## src/core/mcd_pkg.sv

```systemverilog
// package of constants for the two-channel missing clock detector
// assumes a single 25 MHz core clock; imported whole by every design file
package mcd_pkg;

   // ----------------------------------------------------------------
   // register offsets and reset values
   // ----------------------------------------------------------------
   localparam logic [7:0] ADDR_CLOCK_ERROR_CONTROL = 8'h21;
   localparam logic [7:0] ADDR_CLOCK_ERROR_TIMEOUT = 8'h22;
   localparam logic [7:0] RST_CLOCK_ERROR_CONTROL = 8'h03;
   localparam logic [7:0] RST_CLOCK_ERROR_TIMEOUT = 8'h3F;
   localparam logic [7:0] READ_UNMAPPED = 8'h00;

   // ----------------------------------------------------------------
   // field positions
   // ----------------------------------------------------------------
   localparam int RELOAD_BIT = 7;
   localparam int DET1_SRC_BIT = 4;
   localparam int DET2_SRC_LSB = 2;
   localparam int DET1_EN_BIT = 1;
   localparam int DET2_EN_BIT = 0;
   localparam int DET1_TIME_LSB = 3;
   localparam int DET2_TIME_LSB = 0;
   localparam int TIME_CODES = 8;

   // detector two source choices, last one reserved
   typedef enum logic [1:0] {SRC2_DAC_MOD, SRC2_ADC_MOD, SRC2_PLL, SRC2_RESERVED} det2_src_t;

   // ----------------------------------------------------------------
   // timing
   // ----------------------------------------------------------------
   localparam int unsigned CORE_CLK_KHZ = 25000;
   localparam int CNT_W = 25;
   typedef logic [CNT_W-1:0] cnt_t;
   typedef int unsigned time_us_t [TIME_CODES];
   typedef cnt_t cyc_tbl_t [TIME_CODES];

   // missing-clock times in microseconds, by timeout code
   localparam time_us_t TIMEOUT_US = '{11000, 22000, 44000, 87000,
                                       174000, 350000, 700000, 1200000};

   // every time converts to whole cycles exactly; the longest fits in CNT_W bits
   function automatic cyc_tbl_t us_to_cycles(input time_us_t us);
      cyc_tbl_t t;
      for (int i = 0; i < TIME_CODES; i++) begin
         t[i] = cnt_t'((64'(us[i]) * CORE_CLK_KHZ) / 1000);
      end
      return t;
   endfunction : us_to_cycles

   localparam cyc_tbl_t DEFAULT_TIMEOUT_CYC = us_to_cycles(TIMEOUT_US);

endpackage : mcd_pkg

```

## src/core/det_if.sv

```systemverilog
// carrier between the top and one detector channel
// assumes both ends run on core_clk
`timescale 1ns/1ps
interface det_if;
   import mcd_pkg::*;
   logic enable;    // channel armed
   cnt_t limit;     // timeout in core cycles
   logic clk_level; // synchronised monitored clock
   logic expired;   // one-cycle timeout pulse

   modport detector(input enable, input limit, input clk_level, output expired);
   modport control(output enable, output limit, output clk_level, input expired);
endinterface : det_if

```

## src/core/clock_detector.sv

```systemverilog
// one missing-clock channel: counts core cycles since the last edge
// assumes clk_level is already synchronised to core_clk
`timescale 1ns/1ps
module clock_detector
   import mcd_pkg::*;
(
   input wire logic core_clk,
   input wire logic reset_n,
   det_if.detector port
);

   cnt_t cnt_q, cnt_d;
   logic prev_q, prev_d;
   logic fired_q, fired_d;
   logic expired_q, expired_d;
   logic edge_seen;

   // ----------------------------------------------------------------
   // counter and edge detection
   // ----------------------------------------------------------------
   always_comb begin
      edge_seen = port.clk_level ^ prev_q;
      prev_d = port.clk_level;
      cnt_d = cnt_q;
      fired_d = fired_q;
      expired_d = 1'b0;
      if (!port.enable || edge_seen) begin
         cnt_d = '0;
         fired_d = 1'b0;
      end else begin
         if (cnt_q < port.limit) begin
            cnt_d = cnt_q + cnt_t'(1);
         end
         // fire once when the gap reaches the limit, also after a shortened limit
         if (!fired_q && (cnt_q + cnt_t'(1) >= port.limit)) begin
            expired_d = 1'b1;
            fired_d = 1'b1;
         end
      end
   end

   always_ff @(posedge core_clk or negedge reset_n) begin
      if (!reset_n) begin
         cnt_q <= '0;
         prev_q <= 1'b0;
         fired_q <= 1'b0;
         expired_q <= 1'b0;
      end else begin
         cnt_q <= cnt_d;
         prev_q <= prev_d;
         fired_q <= fired_d;
         expired_q <= expired_d;
      end
   end

   assign port.expired = expired_q;

endmodule : clock_detector

```

## src/core/missing_clock_detector.sv

```systemverilog
// two missing-clock detectors with their control registers and fault flag
// assumes monitored clocks are asynchronous pins slower than core_clk / 2,
// and register strobes are one-cycle pulses on core_clk;
// register reset values arm both detectors at the longest timeout;
// clear, restart and other-fault strobes come from logic on core_clk
//
// Functional notes
// - reload bit decides if DSP memory reloads defaults after fault restart.
// - detector one watches audio port clock at 0, PDM port clock at 1.
// - detector two source: 0 DAC modulator, 1 ADC modulator, 2 PLL, 3 reserved.
// - bit 1 enables detector one, bit 0 enables detector two.
// - enabled detector whose clock stays absent past timeout shuts device down.
// - clock error sets the flag; host clears it before powering up again.
// - detector one timeout code 0..7 gives 11 ms up to 1.2 s.
// - detector two timeout uses the same eight-step encoding.
`timescale 1ns/1ps
module missing_clock_detector
   import mcd_pkg::*;
#(
   parameter cyc_tbl_t TIMEOUT_CYC = DEFAULT_TIMEOUT_CYC
)
(
   input wire logic core_clk,
   input wire logic reset_n,
   input wire logic [7:0] reg_addr,
   input wire logic reg_wr_en,
   input wire logic [7:0] reg_wdata,
   input wire logic reg_rd_en,
   output logic [7:0] reg_rdata,
   input wire logic audio_port_clock,
   input wire logic pdm_port_clock,
   input wire logic dac_mod_clock,
   input wire logic adc_mod_clock,
   input wire logic pll_clock,
   input wire logic clock_error_clear,
   input wire logic other_fault,
   input wire logic power_up_req,
   output logic clock_error_flag,
   output logic fault_shutdown,
   output logic dsp_reload_on_fault,
   output logic dsp_reload_defaults
);

   // ----------------------------------------------------------------
   // register file
   // ----------------------------------------------------------------
   // control and timeout bytes, plus the registered read data
   logic [7:0] ctrl_q, ctrl_d;
   logic [7:0] tmo_q, tmo_d;
   logic [7:0] rdata_q, rdata_d;

   // writes store whole bytes; reserved bits read back as written
   always_comb begin
      ctrl_d = ctrl_q;
      tmo_d = tmo_q;
      rdata_d = rdata_q;
      if (reg_wr_en && reg_addr == ADDR_CLOCK_ERROR_CONTROL) begin
         ctrl_d = reg_wdata;
      end
      if (reg_wr_en && reg_addr == ADDR_CLOCK_ERROR_TIMEOUT) begin
         tmo_d = reg_wdata;
      end
      if (reg_rd_en) begin
         case (reg_addr)
            ADDR_CLOCK_ERROR_CONTROL: rdata_d = ctrl_q;
            ADDR_CLOCK_ERROR_TIMEOUT: rdata_d = tmo_q;
            default: rdata_d = READ_UNMAPPED;
         endcase
      end
   end

   // register file state
   always_ff @(posedge core_clk or negedge reset_n) begin
      if (!reset_n) begin
         ctrl_q <= RST_CLOCK_ERROR_CONTROL;
         tmo_q <= RST_CLOCK_ERROR_TIMEOUT;
         rdata_q <= READ_UNMAPPED;
      end else begin
         ctrl_q <= ctrl_d;
         tmo_q <= tmo_d;
         rdata_q <= rdata_d;
      end
   end

   // read data holds until the next read strobe
   assign reg_rdata = rdata_q;

   // ----------------------------------------------------------------
   // synchronisers for the five monitored clocks
   // ----------------------------------------------------------------
   // bit order from bit 0 up: audio, pdm, dac, adc, pll
   logic [4:0] clk_raw;
   logic [4:0] meta_q, meta_d;
   logic [4:0] sync_q, sync_d;

   // gather the pins into one vector for a shared two-flop stage
   assign clk_raw = {pll_clock, adc_mod_clock, dac_mod_clock, pdm_port_clock, audio_port_clock};

   // first stage feeds only the second stage
   always_comb begin
      meta_d = clk_raw;
      sync_d = meta_q;
   end

   // synchroniser flip-flops
   always_ff @(posedge core_clk or negedge reset_n) begin
      if (!reset_n) begin
         meta_q <= '0;
         sync_q <= '0;
      end else begin
         meta_q <= meta_d;
         sync_q <= sync_d;
      end
   end

   // ----------------------------------------------------------------
   // source selection and timeout lookup
   // ----------------------------------------------------------------
   // one carrier per detector channel
   det_if det1 ();
   det_if det2 ();
   det2_src_t src2;
   logic src2_valid;

   // detector two source field as a typed select
   assign src2 = det2_src_t'(ctrl_q[DET2_SRC_LSB +: 2]);

   // detector one inputs
   always_comb begin
      det1.enable = ctrl_q[DET1_EN_BIT];
      det1.limit = TIMEOUT_CYC[tmo_q[DET1_TIME_LSB +: 3]];
      det1.clk_level = ctrl_q[DET1_SRC_BIT] ? sync_q[1] : sync_q[0];
   end

   // detector two inputs; the reserved source keeps the channel idle
   always_comb begin
      src2_valid = 1'b1;
      case (src2)
         SRC2_DAC_MOD: det2.clk_level = sync_q[2];
         SRC2_ADC_MOD: det2.clk_level = sync_q[3];
         SRC2_PLL: det2.clk_level = sync_q[4];
         default: begin
            det2.clk_level = 1'b0;
            src2_valid = 1'b0;
         end
      endcase
      det2.enable = ctrl_q[DET2_EN_BIT] && src2_valid;
      det2.limit = TIMEOUT_CYC[tmo_q[DET2_TIME_LSB +: 3]];
   end

   // channel one: audio or pdm port clock
   clock_detector u_det1 (
      .core_clk(core_clk),
      .reset_n(reset_n),
      .port(det1.detector)
   );

   // channel two: modulator or pll clock
   clock_detector u_det2 (
      .core_clk(core_clk),
      .reset_n(reset_n),
      .port(det2.detector)
   );

   // ----------------------------------------------------------------
   // fault flag, shutdown and restart policy
   // ----------------------------------------------------------------
   // sticky flag, shutdown, pending fault restart and reload pulse
   logic flag_q, flag_d;
   logic shut_q, shut_d;
   logic pending_q, pending_d;
   logic reload_q, reload_d;
   logic clk_fault;
   logic power_up_ok;

   // any expiry is a clock fault; restart needs a clear flag and no new expiry
   assign clk_fault = det1.expired || det2.expired;
   assign power_up_ok = power_up_req && !flag_q && !clk_fault;

   // a new error wins over a clear in the same cycle
   always_comb begin
      flag_d = flag_q;
      shut_d = shut_q;
      pending_d = pending_q;
      reload_d = 1'b0;
      if (clock_error_clear) begin
         flag_d = 1'b0;
      end
      if (power_up_ok) begin
         shut_d = 1'b0;
         pending_d = 1'b0;
         reload_d = pending_q && ctrl_q[RELOAD_BIT];
      end
      if (other_fault) begin
         pending_d = 1'b1;
      end
      if (clk_fault) begin
         flag_d = 1'b1;
         shut_d = 1'b1;
         pending_d = 1'b1;
      end
   end

   // fault and restart state
   always_ff @(posedge core_clk or negedge reset_n) begin
      if (!reset_n) begin
         flag_q <= 1'b0;
         shut_q <= 1'b0;
         pending_q <= 1'b0;
         reload_q <= 1'b0;
      end else begin
         flag_q <= flag_d;
         shut_q <= shut_d;
         pending_q <= pending_d;
         reload_q <= reload_d;
      end
   end

   // outputs straight from flip-flops
   assign clock_error_flag = flag_q;
   assign fault_shutdown = shut_q;
   assign dsp_reload_on_fault = ctrl_q[RELOAD_BIT];
   assign dsp_reload_defaults = reload_q;

endmodule : missing_clock_detector

```

## config.mk

```make
export PLATFORM = sky130hd
export DESIGN_NAME = missing_clock_detector
export DESIGN_NICKNAME = d
export VERILOG_FILES = /design/src/core/mcd_pkg.sv /design/src/core/det_if.sv /design/src/core/clock_detector.sv /design/src/core/missing_clock_detector.sv
export SDC_FILE = /design/constraint.sdc
export NUM_CORES = 1
export LEC_CHECK = 0
export ABC_CLOCK_PERIOD_IN_PS = 3400
export BUFFER_PORTS_ARGS = -buffer_cell sky130_fd_sc_hd__clkbuf_2
export CORE_MARGIN = 5
export CORE_UTILIZATION = 40
export DETAILED_ROUTE_END_ITERATION = 16
export GPL_TIMING_DRIVEN = 0
export MAX_ROUTING_LAYER = met4
export SLEW_MARGIN = 20
export SYNTH_ARGS = -nofsm -noshare
export SYNTH_HDL_FRONTEND = slang
export SYNTH_HIERARCHICAL = 1
export SYNTH_SLANG_ARGS = --single-unit
```

## constraint.sdc

```tcl
create_clock -name core_clk -period 3.4 [get_ports core_clk]
set_input_delay 0.34 -clock core_clk [delete_from_list [all_inputs] [get_ports core_clk]]
set_output_delay 0.34 -clock core_clk [all_outputs]
set_load 0.005 [all_outputs]
```

## After elaboration in Yosys (flattened, before gate mapping)

Memory sizes are Yosys's and may differ from the RTL's.
Cells that the tools add are included.

| operators by class | value |
|---|---|
| add/sub/neg operators | 2 |
| order comparisons | 6 |
| equality and inequality tests | 4 |
| multiplexer cells | 27 |
| bitwise gates (word level) | 4 |
| reductions and logical operators | 26 |

Operators with widths:

| kind | count |
|---|---|
| $mux 25 | 8 |
| $add 25x1->25 const B | 2 |
| $ge 25x25->1 | 2 |
| $lt 25x25->1 | 2 |
| $mux 1 | 17 |
| $eq 8x6->1 const B | 2 |
| $pmux 8 s2 | 1 |
| $reduce_bool 2->1 | 6 |
| $ge 4x4->1 const B | 2 |
| $logic_and 1x1->1 | 8 |
| $not 3->4 | 2 |
| $logic_not 1->1 | 6 |
| $logic_or 1x1->1 | 3 |
| $pmux 1 s3 | 1 |
| $reduce_bool 3->1 | 1 |
| $reduce_or 3->1 | 1 |
| $eq 2x1->1 const B | 1 |
| $eq 2x2->1 const B | 1 |
| $logic_not 2->1 | 1 |
| $xor 1x1->1 | 2 |

| storage, ports and cells | value |
|---|---|
| bits in registers | 94 |
| bits in read-only memories | 400 |
| bits of input ports | 28 |
| output and inout bits | 12 |
| word-level logic and storage cells | 88 |
| memories | 2 |

Memory list:

| name | words | width | read ports | clocked after Yosys merged registers in | wr ports | line | RTL |
|---|---|---|---|---|---|---|---|
| (no name shown) | 8 | 25 | 1 | 0 | 0 | missing_clock_detector.sv:148 | `det2.limit = TIMEOUT_CYC[tmo_q[DET2_TIME_LSB +: 3]];` |
| (no name shown) | 8 | 25 | 1 | 0 | 0 | missing_clock_detector.sv:131 | `det1.limit = TIMEOUT_CYC[tmo_q[DET1_TIME_LSB +: 3]];` |

## Depth between registers and ports, before layout

| logic depth | value |
|---|---|
| word-level depth | 8 |
| mapped depth | 14 |
| depth with buffers taken out | 13 |

## Cells and area by module

Netlist, hierarchy kept.

Modules (own cells, without submodules):

| module | times used | cells an instance | area each (sq um) |
|---|---|---|---|
| clock_detector (u_det1) | 1 | 354 | 3004.1 |
| clock_detector (u_det2) | 1 | 327 | 2850.2 |
| missing_clock_detector | 1 | 169 | 1878.1 |

## Worst setup path before layout

Ideal clock, no wire load.

| timing path | value |
|---|---|
| path type | flip-flop to flip-flop |
| start point | register tmo_q[0] |
| end point | register u_det2.cnt_q[10] |
| setup time | 0.078 ns |
| data arrival time | 2.994 ns |
| data required time | 3.322 ns |
| slack | 0.328 ns |
| stages on the path, launching flop included | 14 |
| buffers on the path | 1 |
| period minus slack after synthesis | 3.072 ns |
| cell sequence | dfstp_2 -> inv_1 -> ha_1 -> nor2b_1 -> or2_2 -> inv_1 -> ha_1 -> a21oi_1 -> nand2_1 -> a2111oi_4 -> o211ai_4 -> buf_6 -> or3_1 -> a21oi_1 |

| between the ends | value |
|---|---|
| longest elaborated chain between the ends | 6 |

Ends and longest elaborated chain:

| what | line | RTL |
|---|---|---|
| start, declared | missing_clock_detector.sv:49 | `logic [7:0] tmo_q, tmo_d;` |
| start signal, assigned | missing_clock_detector.sv:80 | `tmo_q <= tmo_d;` |
| $not 3->4 (not written as such) | missing_clock_detector.sv:148 |  |
| $mem_v2 8x25 | -- |  |
| $mux 25 (not written as such) (2 in a row) | missing_clock_detector.sv:148 |  |
| via det2.limit[11] | det_if.sv:7 | `cnt_t limit;` |
| $lt 25x25->1 | clock_detector.sv:31 | `if (cnt_q < port.limit) begin` |
| $reduce_bool 2->1 (no source line) | -- |  |
| end signal, assigned | clock_detector.sv:49 | `cnt_q <= cnt_d;` |
| end, declared | clock_detector.sv:12 | `cnt_t cnt_q, cnt_d;` |

The timed path passes the listed nets, and every way through them passes these cells. The select of a mux whose other input is x is not followed.
A chain may end at the register's enable or synchronous reset.

## Final worst setup path

| timing path | value |
|---|---|
| start point | register tmo_q[3] |
| end point | register u_det1.cnt_q[22] |

| between the ends | value |
|---|---|
| longest elaborated chain between the ends | 6 |

Ends and longest elaborated chain:

| what | line |
|---|---|
| $not 3->4 (not written as such) | missing_clock_detector.sv:131 |
| $mem_v2 8x25 | -- |
| $mux 25 (not written as such) (2 in a row) | missing_clock_detector.sv:131 |
| via det1.limit[11] | det_if.sv:7 |
| $lt 25x25->1 | clock_detector.sv:31 |
| $reduce_bool 2->1 (no source line) | -- |
| end signal, assigned | clock_detector.sv:49 |
| end, declared | clock_detector.sv:12 |

The timed path passes the listed nets, and every way through them passes these cells. The select of a mux whose other input is x is not followed.

==> results_dict.tcl <==
set metrics [dict create \
    reg2reg_from "tmo_q[3]" \
    die-area_um2 22210 \
    critical_path_peak_fanout 10 \
    fin_util_pct 47.61 \
    worst_clock_skew_ns 0.01574 \
    worst_ir_drop_vdd_mv 0.2036 \
    clockRootBuffer "clkbuf_16" \
    p_per_area_nw_per_um2 282.0 \
    critical_path_buf_inv_count 3 \
    number_of_global_route_vias_before_repair 6473 \
    maxSlewHeadroom_pct 58.89 \
    cpLargestDelayFamily "simple AND/OR/NAND/NOR gates" \
    top_library_cells_by_usage_in_the_layout_fill_and_taps_aside "108 x ha_1, 85 x dfrtp_1, 65 x a21oi_1" \
    status "complete, no violations" \
    synth_cell_type_count 66 \
    largest_net_degree_at_the_start_of_global_routing 77 \
    grt_antenna_before_repair 0 \
    overall_power_consumption_w 0.002536 \
    syn_avg_cell_area_um2 9.097 \
    post-route-min-period_ns 3.295 \
    layoutNonFillerInstCount 1186 \
    final_max_slew_viol_count 0 \
    initial_utilization_pct 40.93 \
    antenna_cells 0 \
    max-cap-violations 0 \
    number_of_h_tree_levels 3 \
    mostFrequentLayoutCell "ha_1" \
    clk_latency_ns 0.36 \
    routed_wirelength_um 19290 \
    final.period_utilization_pct 96.91 \
    share_of_async_settable_or_async_resettable_flops_after_synthesis_pct 100.0 \
    dpl.cell_count 1157 \
    critical_path_origin "tmo_q[3]" \
    route.detailed.vias_per_inst 5.368 \
    grt_setup_unrepaired "true" \
    worst_slew_pin_slew_ns 0.6110 \
    io_buffers 39 \
    worst-endpoint-arrival_ns 3.57 \
    worst_path_most_repeated_cell "ha_1" \
    gp_congestion 0.8768 \
    floorplan.die.width_um 149.0 \
    detail_route.wl_per_cell_um 16.26 \
    floorplan.die.height_um 149.0 \
    postRouteAntennaNets 0 \
    dominantRegCellSynth "dfrtp_1" \
    vias 6366 \
    grt_pass1_wl_um 32730 \
    num_io_pins 40 \
    synthToLayoutAreaGrowth_pct 16.33 \
    setup_viol_count_final 0 \
    tritoncts "yes" \
    fp.coreArea_um2 18890 \
    drt-pass1-iter-count 5 \
    worst-setup-path-type "flip-flop to flip-flop" \
    synth.yosys.seq_area_share_pct 30.55 \
    timing.fmax_mhz 303.5 \
    globalRouteTotalUtil_pct 18.65 \
    endpoint_kind "flip-flop" \
    place_hpwl_um 14830 \
    num_rows 50 \
    leakage_nw 4.185 \
    netlist_instances 850 \
    post_route_drc_violation_count 0 \
    required_ns 3.67 \
    layout.cell_area.non_filler_um2 8995 \
    critical_path.cell_chain "inv_2 > ha_1 > nor2b_2 > or2_2 > inv_1 > ha_1 > nand2_1 > o21ai_1 > a2111oi_4 > nand2_2 > buf_6 > or4_1 > a21oi_1" \
    cts.path.max_buffers 2 \
    dpl_cell_area_um2 8315 \
    min-delay-start "pdm_port_clock" \
    drt_iter0_markers 276 \
    worst_setup_hold_path_clk_slew_ns 0.07 \
    layout-drive-gt1-share_pct 19.98 \
    final_net_count 1063 \
    crit_path_top_delay_cell "dfstp_2" \
    postSynthRegisterBits 94 \
    global_route.overflow_total 0 \
    numCtsBuffers 9 \
    hold_class "primary input to flip-flop" \
    finalHoldViolations 0 \
    synth.yosys.warnings 6 \
    worstSetupStartpointType "flip-flop" \
    worst_stage_delay_on_the_critical_path_ns 0.55 \
    number_of_flops_mapped_to_enable_cells_by_yosys 0 \
    tritoncts_num_sinks 94 \
    netlist_area_um2 7732 \
]
-- Yosys cell counts, types with 4 or more instances --
library cell / n / area, um2
a211oi_1: 5 / 37.54
a21o_1: 12 / 90.09
a21oi_1: 71 / 355.3
a22oi_1: 9 / 67.56
a31oi_1: 4 / 25.02
and2_1: 11 / 68.82
and3_1: 14 / 87.58
and4_1: 4 / 35.03
buf_2: 12 / 60.06
clkbuf_1: 10 / 37.54
dfrtp_1: 86 / 2152
dfstp_2: 8 / 210.2
ha_1: 114 / 1426
inv_1: 65 / 244.0
mux2_2: 19 / 214.0
mux2i_1: 7 / 70.07
nand2_1: 64 / 240.2
nand2b_1: 9 / 56.30
nand3_1: 30 / 150.1
nand4_1: 20 / 125.1
nor2_1: 43 / 161.4
nor2b_1: 5 / 31.28
nor3_1: 11 / 55.05
nor4_1: 4 / 25.02
o2111ai_1: 5 / 43.79
o211ai_1: 4 / 30.03
o21ai_0: 41 / 205.2
o31ai_1: 21 / 157.7
or2_2: 6 / 37.54
or3_1: 24 / 150.1
or4_1: 13 / 97.59
xnor2_1: 36 / 315.3
xor2_1: 16 / 140.1
-- worst paths after layout --
kind | to | slack [ns] | cells after the start
min in group asynchronous | u_det2/cnt_q[13] | 0.40 | 2
setup reg to reg | u_det1/cnt_q[22] | 0.11 | 13
max in group asynchronous | u_det1/cnt_q[3] | 2.33 | 3
setup / recovery | u_det1/cnt_q[22] | 0.11 | 13
hold / removal | meta_q[1] | 0.09 | 1
hold reg to reg | sync_q[1] | 0.36 | 0
-- kinds of logic after synthesis --
kind of cell	share of synthesized area (%)
AOI/OAI and AO/OA	16.41
xor gates and xnor gates	5.890
adders and majority gates	18.45
buffers and inverters	4.903
DFF	30.55
muxes	3.673
other	0.04850
and+or+nand+nor	20.08
-- repair_timing --
item	CTS	global route
setup endpoints to repair	44	49
pin swaps	7	11
endpoints found under the hold margin	18	0
cloned	0	1
hold buffers	1	0
setup buffers	6	9
gates resized for setup	23	51
-- metrics by stage --
stage / TNS [ns] / hold slack, ns / setup WS (ns)
finish: 0 / 0.08525 / 0.1052
detailed placement: -7.419 / 0.2200 / -0.3091
global route: -0.1220 / 0.07115 / -0.03934
CTS: 0 / 0.06481 / 0.004594
floorplan: 0 / 0.04441 / 0.3280
global placement: -6.787 / 0.3342 / -0.2970
-- layout make-up --
class,count,area (um2)
fillers,1877,9898
multi-input cells,671,5243
flip-flops and latches,94,2364
repair buffers,57,359.1
well taps,260,325.3
inverters,67,257.7
clock buffers,9,225.2
plain buffers,21,132.6
clock inverters,7,88.84
-- registers in the layout, summed over array words and instances (netlist names), 5 cells and up --
name	count
reg_rdata	8
ctrl_q	8
tmo_q	8
meta_q	5
u_det2/cnt_q	25
u_det1/cnt_q	25
sync_q	5
-- power by group --
group / total [W] / switching [W] / internal, W
Clock: 0.00110 / 0.000508 / 0.000590
Combinational: 0.000282 / 0.000175 / 0.000107
Sequential: 0.00116 / 0.0000174 / 0.00114
-- layer usage --
metal / global-route usage (%) / wire [um] / up-vias
met4: 5.126 / 308 / 0
met5: - / 0 / -
met1: 23.74 / 8880 / 3039
li1: - / - / 3228
met2: 30.89 / 9547 / 79
met3: 3.039 / 549 / 20
No activity file was read; power rests on OpenSTA's default activity.
